### src/verilog/srs_pkg.sv
// package for the serial readback selector: field layout, address codes, structs
package srs_pkg;
   localparam int SRS_FRAME_BITS = 16;
   localparam int SRS_DATA_BITS = 9;
   localparam logic [3:0] SRS_ADDR_STATUS = 4'h0;
   localparam logic [2:0] SRS_CODE_FAULT = 3'h1;
   localparam logic [2:0] SRS_CODE_PWM = 3'h2;
   localparam logic [2:0] SRS_CODE_LOAD_TYPE_SELECT = 3'h3;
   localparam logic [2:0] SRS_CODE_OCR = 3'h4;
   localparam logic [2:0] SRS_CODE_RETRY = 3'h5;
   localparam logic [3:0] SRS_ADDR_GLOBAL = 4'h6;
   localparam logic [3:0] SRS_ADDR_DIAG = 4'h7;
   localparam int SRS_BANK_BIT = 13;
   localparam int SRS_ECHO_LSB = 10;
   localparam int SRS_WD_BIT = 15;
   localparam int SRS_PF_BIT = 14;
   localparam int SRS_NM_BIT = 9;
   localparam logic [8:0] SRS_ZERO_DATA = 9'h000;
   localparam logic [3:0] SRS_RETRY_ZERO = 4'h0;
   localparam logic [1:0] SRS_LOAD_LAMP = 2'h0;

   // per-bank register contents seen by the readback
   typedef struct packed {
      logic [8:0] pulse_width_reg;
      logic [8:0] channel_config_reg;
      logic [8:0] overcurrent_reg;
      logic sense_offset_positive;
      logic retry_enable;
      logic [3:0] retry_count;
   } srs_bank_t;

   // common device state seen by the readback
   typedef struct packed {
      logic [8:0] global_config_reg;
      logic [8:0] status_reg;
      logic [1:0] load_type_select;
      logic clock_external;
      logic ext_clock_error;
      logic [1:0] cal_fail;
      logic normal_mode;
      logic watchdog_bit;
      logic parity_error;
   } srs_common_t;
endpackage

### src/verilog/srs_sync2.sv
// two-flop synchroniser for inputs arriving from outside the clk_sys domain
module srs_sync2 #(
   parameter int WIDTH = 1
)(
   input wire logic clk_sys,
   input wire logic rst,
   input wire logic [WIDTH-1:0] async_in,
   output logic [WIDTH-1:0] sync_out
);
   logic [WIDTH-1:0] stage1;
   always_ff @(posedge clk_sys)
   begin
      if (rst)
      begin
         stage1 <= '0;
         sync_out <= '0;
      end
      else
      begin
         stage1 <= async_in;
         sync_out <= stage1;
      end
   end
endmodule

### src/verilog/srs_readback.sv
// serial-output readback multiplexer: picks and shifts the addressed register
module srs_readback #(
   // arbitrary neutral value
   parameter logic [1:0] PRODUCT_ID = 2'h1
)(
   input wire logic clk_sys,
   input wire logic rst,
   input wire logic spi_sclk,
   input wire logic spi_csb,
   input wire logic spi_si,
   input wire logic [1:0] direct_in,
   input wire srs_pkg::srs_bank_t bank0,
   input wire srs_pkg::srs_bank_t bank1,
   input wire srs_pkg::srs_common_t common,
   output logic spi_so,
   output logic spi_so_oe,
   output logic [3:0] readback_select,
   output logic frame_done
);
   import srs_pkg::*;

   // ----------------------------------------
   // pin synchronisation
   // ----------------------------------------
   logic [4:0] pins_sync;
   srs_sync2 #(.WIDTH(5)) u_sync (
      .clk_sys(clk_sys),
      .rst(rst),
      .async_in({spi_si, direct_in, spi_csb, spi_sclk}),
      .sync_out(pins_sync)
   );

   wire sclk_s = pins_sync[0];
   wire csb_s = pins_sync[1];
   wire [1:0] din_s = pins_sync[3:2];
   wire si_sync = pins_sync[4];

   // ----------------------------------------
   // edge detection
   // ----------------------------------------
   logic sclk_d;
   logic csb_d;
   always_ff @(posedge clk_sys)
   begin
      if (rst)
      begin
         sclk_d <= 1'b0;
      end
      else
      begin
         sclk_d <= sclk_s;
      end
   end

   // reset level matches the synchroniser's, so no false frame start after reset
   always_ff @(posedge clk_sys)
   begin
      if (rst)
      begin
         csb_d <= 1'b0;
      end
      else
      begin
         csb_d <= csb_s;
      end
   end

   wire sclk_rise = sclk_s & ~sclk_d;
   wire sclk_fall = ~sclk_s & sclk_d;
   wire frame_start = ~csb_s & csb_d;
   wire frame_end = csb_s & ~csb_d;

   // ----------------------------------------
   // frame state
   // ----------------------------------------
   typedef enum logic [1:0] {ST_IDLE, ST_SHIFT} srs_state_t;
   srs_state_t state;
   srs_state_t next_state;
   always_comb
   begin
      next_state = ST_IDLE;
      case (state)
         ST_IDLE:
         begin
            if (frame_start)
               next_state = ST_SHIFT;
            else
               next_state = ST_IDLE;
         end
         ST_SHIFT:
         begin
            if (frame_end)
               next_state = ST_IDLE;
            else
               next_state = ST_SHIFT;
         end
         default:
            next_state = ST_IDLE;
      endcase
   end

   always_ff @(posedge clk_sys)
   begin
      if (rst)
      begin
         state <= ST_IDLE;
      end
      else
      begin
         state <= next_state;
      end
   end

   wire in_frame = (state == ST_SHIFT);
   wire shift_in = in_frame & sclk_rise;
   wire shift_out = in_frame & sclk_fall;
   wire frame_close = in_frame & frame_end;

   // ----------------------------------------
   // bank selection
   // ----------------------------------------
   wire bank_sel = readback_select[3];
   wire [2:0] code = readback_select[2:0];
   srs_bank_t bank_cur;
   assign bank_cur = bank_sel ? bank1 : bank0;

   // ----------------------------------------
   // retry counter view
   // ----------------------------------------
   // counter reads zero while auto-retry is off, whatever it last held
   wire [3:0] retry_field = bank_cur.retry_enable ? bank_cur.retry_count : SRS_RETRY_ZERO;
   wire [8:0] retry_view = {bank_cur.sense_offset_positive,
                            retry_field,
                            4'h0};

   // ----------------------------------------
   // diagnostic view
   // ----------------------------------------
   // clock error only counts while the external clock is the selected source
   wire ext_err = common.clock_external & common.ext_clock_error;
   wire [8:0] diag_view = {common.load_type_select[1],
                           common.load_type_select[0],
                           PRODUCT_ID,
                           din_s[1],
                           din_s[0],
                           ext_err,
                           common.cal_fail};

   // ----------------------------------------
   // address decode
   // ----------------------------------------
   wire hit_status = (readback_select == SRS_ADDR_STATUS);
   wire hit_global = (readback_select == SRS_ADDR_GLOBAL);
   wire hit_diag = (readback_select == SRS_ADDR_DIAG);
   wire hit_pwm = (code == SRS_CODE_PWM);
   wire hit_load_type_select = (code == SRS_CODE_LOAD_TYPE_SELECT);
   wire hit_ocr = (code == SRS_CODE_OCR);
   wire hit_retry = (code == SRS_CODE_RETRY);

   // hits are exclusive; fault and unused codes select nothing and read zero
   wire [8:0] sel_data = SRS_ZERO_DATA
                         | ({SRS_DATA_BITS{hit_status}} & common.status_reg)
                         | ({SRS_DATA_BITS{hit_global}} & common.global_config_reg)
                         | ({SRS_DATA_BITS{hit_diag}} & diag_view)
                         | ({SRS_DATA_BITS{hit_pwm}} & bank_cur.pulse_width_reg)
                         | ({SRS_DATA_BITS{hit_load_type_select}} & bank_cur.channel_config_reg)
                         | ({SRS_DATA_BITS{hit_ocr}} & bank_cur.overcurrent_reg)
                         | ({SRS_DATA_BITS{hit_retry}} & retry_view);

   // ----------------------------------------
   // output word
   // ----------------------------------------
   wire [15:0] out_word = {common.watchdog_bit,
                           common.parity_error,
                           readback_select,
                           common.normal_mode,
                           sel_data};

   // ----------------------------------------
   // transmit shifter
   // ----------------------------------------
   logic [15:0] tx_shift;
   always_ff @(posedge clk_sys)
   begin
      if (rst)
      begin
         tx_shift <= '0;
      end
      else if (frame_start)
      begin
         tx_shift <= out_word;
      end
      else if (shift_out)
      begin
         tx_shift <= {tx_shift[14:0], 1'b0};
      end
   end

   // ----------------------------------------
   // receive shifter
   // ----------------------------------------
   logic [15:0] rx_shift;
   always_ff @(posedge clk_sys)
   begin
      if (rst)
      begin
         rx_shift <= '0;
      end
      else if (shift_in)
      begin
         rx_shift <= {rx_shift[14:0], si_sync};
      end
   end
   wire [3:0] next_select = {rx_shift[SRS_BANK_BIT], rx_shift[2:0]};

   // ----------------------------------------
   // bit counter
   // ----------------------------------------
   logic [4:0] bit_count;
   // saturates so an over-long frame never wraps back to a valid count
   always_ff @(posedge clk_sys)
   begin
      if (rst)
      begin
         bit_count <= '0;
      end
      else if (frame_start)
      begin
         bit_count <= '0;
      end
      else if (shift_in && bit_count != '1)
      begin
         bit_count <= bit_count + 5'h1;
      end
   end
   wire frame_ok = (bit_count == 5'(SRS_FRAME_BITS));

   // ----------------------------------------
   // address capture
   // ----------------------------------------
   // address kept only from a complete frame; else last good selection stays
   always_ff @(posedge clk_sys)
   begin
      if (rst)
      begin
         readback_select <= SRS_ADDR_STATUS;
      end
      else if (frame_close && frame_ok)
      begin
         readback_select <= next_select;
      end
   end

   // ----------------------------------------
   // output registers
   // ----------------------------------------
   always_ff @(posedge clk_sys)
   begin
      if (rst)
      begin
         spi_so <= 1'b0;
      end
      else
      begin
         spi_so <= tx_shift[SRS_FRAME_BITS-1];
      end
   end

   always_ff @(posedge clk_sys)
   begin
      if (rst)
      begin
         spi_so_oe <= 1'b0;
      end
      else
      begin
         spi_so_oe <= (next_state == ST_SHIFT);
      end
   end

   always_ff @(posedge clk_sys)
   begin
      if (rst)
      begin
         frame_done <= 1'b0;
      end
      else
      begin
         frame_done <= frame_close;
      end
   end
endmodule

### config.mk
export PLATFORM = sky130hd
export DESIGN_NAME = srs_readback
export DESIGN_NICKNAME = d
export VERILOG_FILES = /design/src/verilog/srs_pkg.sv /design/src/verilog/srs_sync2.sv /design/src/verilog/srs_readback.sv
export SDC_FILE = /design/constraint.sdc
export NUM_CORES = 1
export LEC_CHECK = 0
export BUFFER_PORTS_ARGS = -buffer_cell sky130_fd_sc_hd__buf_4
export CORE_ASPECT_RATIO = 1.4
export CORE_MARGIN = 3
export CORE_UTILIZATION = 49
export CTS_BUF_LIST = sky130_fd_sc_hd__clkbuf_16
export DETAILED_ROUTE_END_ITERATION = 12
export GPL_TIMING_DRIVEN = 0
export PLACE_DENSITY = 0.8
export SYNTH_ARGS = -nofsm -noshare
export SYNTH_HDL_FRONTEND = slang
export SYNTH_SLANG_ARGS = --single-unit
### constraint.sdc
create_clock -name clk_sys -period 2.2 [get_ports clk_sys]
set_clock_uncertainty 0.05 [all_clocks]
set_input_delay 0.33 -clock clk_sys [delete_from_list [all_inputs] [get_ports clk_sys]]
set_output_delay 0.33 -clock clk_sys [all_outputs]
set_load 0.005 [all_outputs]
==> summary.txt <==
Yosys
  • Yosys cell types: 50
  • FF+latch count, synth: 54
  • Post-Synthesis Cells: 319
  • Post-Syn Nets: 422
  • Average size of a mapped cell: 8.77 sq um
  • Most used DFF post-synth: dfxtp_1
  • Yosys warns: 0
  • Mapped Area: 2800 sq um
  • Number of flops mapped to enable cells by yosys: 0
  • Ys async rst share: 0
  • Most frequent cell after synthesis: dfxtp_1
  • Top cells by count, synth: 54 x dfxtp_1, 47 x nand2_1, 42 x mux2i_1
  • Synth top area cells: dfxtp_1 39%, mux2i_1 15%, nand2_1 6.3%
  • Post-synthesis sequential area ratio: 0.386
  • Post-synth top area cell: dfxtp_1
  • Share of Yosys cell area claimed by the top area cell type: 0.386

Place
  • Post-DP HPWL: 6330 um
  • DP Cell Count: 490
  • Area post-placement: 3670 sq um
  • Port buffer count: 105
  • Routability Congestion: 0.856

Job
  • Max-Cap Viols: 0

Global routing
  • Pin count of the biggest net entering global routing: 17
  • Initial antenna violation count: 0
  • Total congestion overflow: 0
  • Total GRT Usage: 0.248
  • First-pass GRT wire length: 13200 um
  • Vias in the first global route: 2760

Setup path
  • Req. time, crit path: 2.36 ns
  • Crit end category: flip-flop
  • WS Path Type: flip-flop to flip-flop
  • CP max FO: 5
  • CP Launch Type: flip-flop
  • Arrival time worst endpoint: 2.18 ns

Final layout
  • Filler cells: 439
  • Fin nets: 534
  • Post-route cell area: 3830 sq um
  • Fraction of layout cells with a size suffix above 1: 0.311
  • Non-Filler Instances: 497
  • # diodes: 0
  • P&R area growth vs syn: 37.0%

Power and ir drop
  • Internal Power: 1.68 mW
  • Peak supply drop: 495 uV
  • Sequential power share: 0.480
  • Cell Pwr Density: 547 nW/um^2
  • Switching pwr: 420 uW
  • Clock power frac: 0.412
  • Pleak: 1.55 nW
  • Sw Share: 0.200
  • Comb power frac: 0.108

Clock tree
  • Post-CTS Hold Fix Bufs: 0
  • CTS Buffer Depth: 2
  • CTS sink cnt: 54
  • CTS buffer count: 5
  • Clk Latency, worst-skew pair: 0.29 ns
  • CTS tree: built
  • H-tree levels: 2
  • Worst-path clk slew: 0.07 ns
  • Clock root cell: clkbuf_16

STA
  • Slew headroom: 0.640
  • Fmax: 494 MHz
  • Worst Tran Pin Value: 0.535 ns
  • Setup_tns: 0 ns
  • Unrepaired setup endpoints after global routing: no
  • Final number of setup-violating endpoints: 0
  • Final period utilization: 0.920
  • Tmin final: 2.03 ns
  • Slew Limit Fails: 0
  • Endpoints failing hold: 0

Worst hold path
  • Min-delay worst type: input port to flip-flop

Floorplanning
  • # rows: 31
  • Core Area: 5350 sq um
  • Die W: 69.9 um
  • Io pins: 107
  • Chip height: 95.4 um
  • Die area: 6670 sq um
  • Initial Util: 0.523

Routing
  • Drt drc: 0
  • Wirelength per Cell: 16.6 um
  • Initial DRC count: 101
  • Vias: 2811
  • DRT antenna net count: 0
  • Final WL: 8230 um
  • First-pass DRT Iterations: 4
  • Post-DR vias/cell: 5.66

Run status
  • Outcome: complete, no violations
-- worst max-delay path, stage by stage (launching register included) --
cell,delay [ns]
dfxtp_1,0.34
ha_1,0.22
and3_1,0.19
ha_1,0.18
nor4bb_1,0.32
clkbuf_2,0.24
nand4_1,0.13
xor2_1,0.16
nor3_1,0.13
-- cells in the final DEF (no fill, tap or decap), types with 3 or more instances in the layout --
cell type	synthesis	final
inv_1	4	4
mux2i_1	42	42
nand2_1	47	47
nand3b_1	4	4
clkbuf_1	8	7
dfxtp_1	54	54
nor2_1	22	22
a21oi_1	20	20
buf_2	11	11
buf_4	2	107
o21ai_0	3	3
a221oi_1	5	5
nor2b_1	14	14
a211oi_1	6	6
mux2_2	3	3
o22ai_1	9	9
ha_1	3	3
nor3_1	7	7
nand4_1	4	4
buf_1	5	5
a311oi_1	10	10
clkbuf_16	0	5
-- state kept, by name, summed over array words and instances, names as in the netlist --
| name | count |
|---|---|
| sclk_d | 1 |
| bit_count | 5 |
| u_sync.sync_out | 5 |
| spi_so | 1 |
| rx_shift | 14 |
| readback_select | 4 |
| csb_d | 1 |
| frame_done | 1 |
| u_sync.stage1 | 5 |
| tx_shift | 16 |
| spi_so_oe | 1 |
-- routing by layer --
metal,track usage,up-vias,wire (um)
met5,0,-,0
met4,0.104,0,177
met3,0.0622,13,587
met2,0.458,110,4300
met1,0.269,1311,3170
li1,-,1377,-
-- stage by stage --
| step | power [mW] | setup WS [ns] | util | hold WS (ns) |
|---|---|---|---|---|
| finish | 2.10 | 0.175 | 0.716 | 0.196 |
| global route | 2.17 | 0.0642 | 0.716 | 0.207 |
| global placement | 1.25 | 0.186 | 0.686 | 0.370 |
| CTS | 2.11 | 0.0985 | 0.716 | 0.193 |
| floorplan | 1.10 | 0.360 | - | 0.364 |
| detailed placement | 1.26 | 0.135 | 0.686 | 0.375 |
-- final cells by class --
type,count,area [sq um],share of cell area
clock inverters,2,38.8,0.0101
inverters,5,18.8,0.00489
multi-input cells,234,1580,0.412
plain buffers,26,120,0.0313
clock buffers,5,125,0.0326
well taps,66,82.6,0.0215
flip-flops and latches,54,1080,0.282
repair buffers,105,788,0.206
-- logic make-up (layout without fill, tap and decap cells) --
| group | after synthesis | in the layout | share of synthesized area |
|---|---|---|---|
| buf+inv | 31 | 143 | 0.0492 |
| fa+ha+maj | 3 | 3 | 0.0134 |
| flops | 54 | 54 | 0.386 |
| simple gates | 117 | 117 | 0.212 |
| mux | 45 | 45 | 0.162 |
| xor+xnor | 3 | 3 | 0.00939 |
| compound gates | 66 | 66 | 0.167 |
-- power groups by stage --
stage | registers [mW] | logic (mW) | clock network (mW)
after floorplan | 1.03 | 0.0714 | 0
after global placement | 1.03 | 0.222 | 0
after detailed placement | 1.03 | 0.226 | 0
after CTS | 1.01 | 0.227 | 0.877
after global routing | 1.01 | 0.246 | 0.916
final | 1.01 | 0.227 | 0.864
-- worst paths after layout --
| kind | startpoint | end | slack (ns) | cells past startpoint |
|---|---|---|---|---|
| hold / removal | direct_in[1] | u_sync.stage1[3] | 0.20 | 2 |
| setup reg to reg | bit_count[0] | bit_count[3] | 0.17 | 8 |
| setup / recovery | bit_count[0] | bit_count[3] | 0.17 | 8 |
| hold reg to reg | u_sync.sync_out[4] | rx_shift[0] | 0.38 | 2 |
-- what timing repair did --
item	CTS	global route
resized for setup	0	1
buffers inserted	0	0
endpoints found under the hold margin	0	0
endpoints found under the setup margin	0	1
Power figures use the tool's default switching activity.
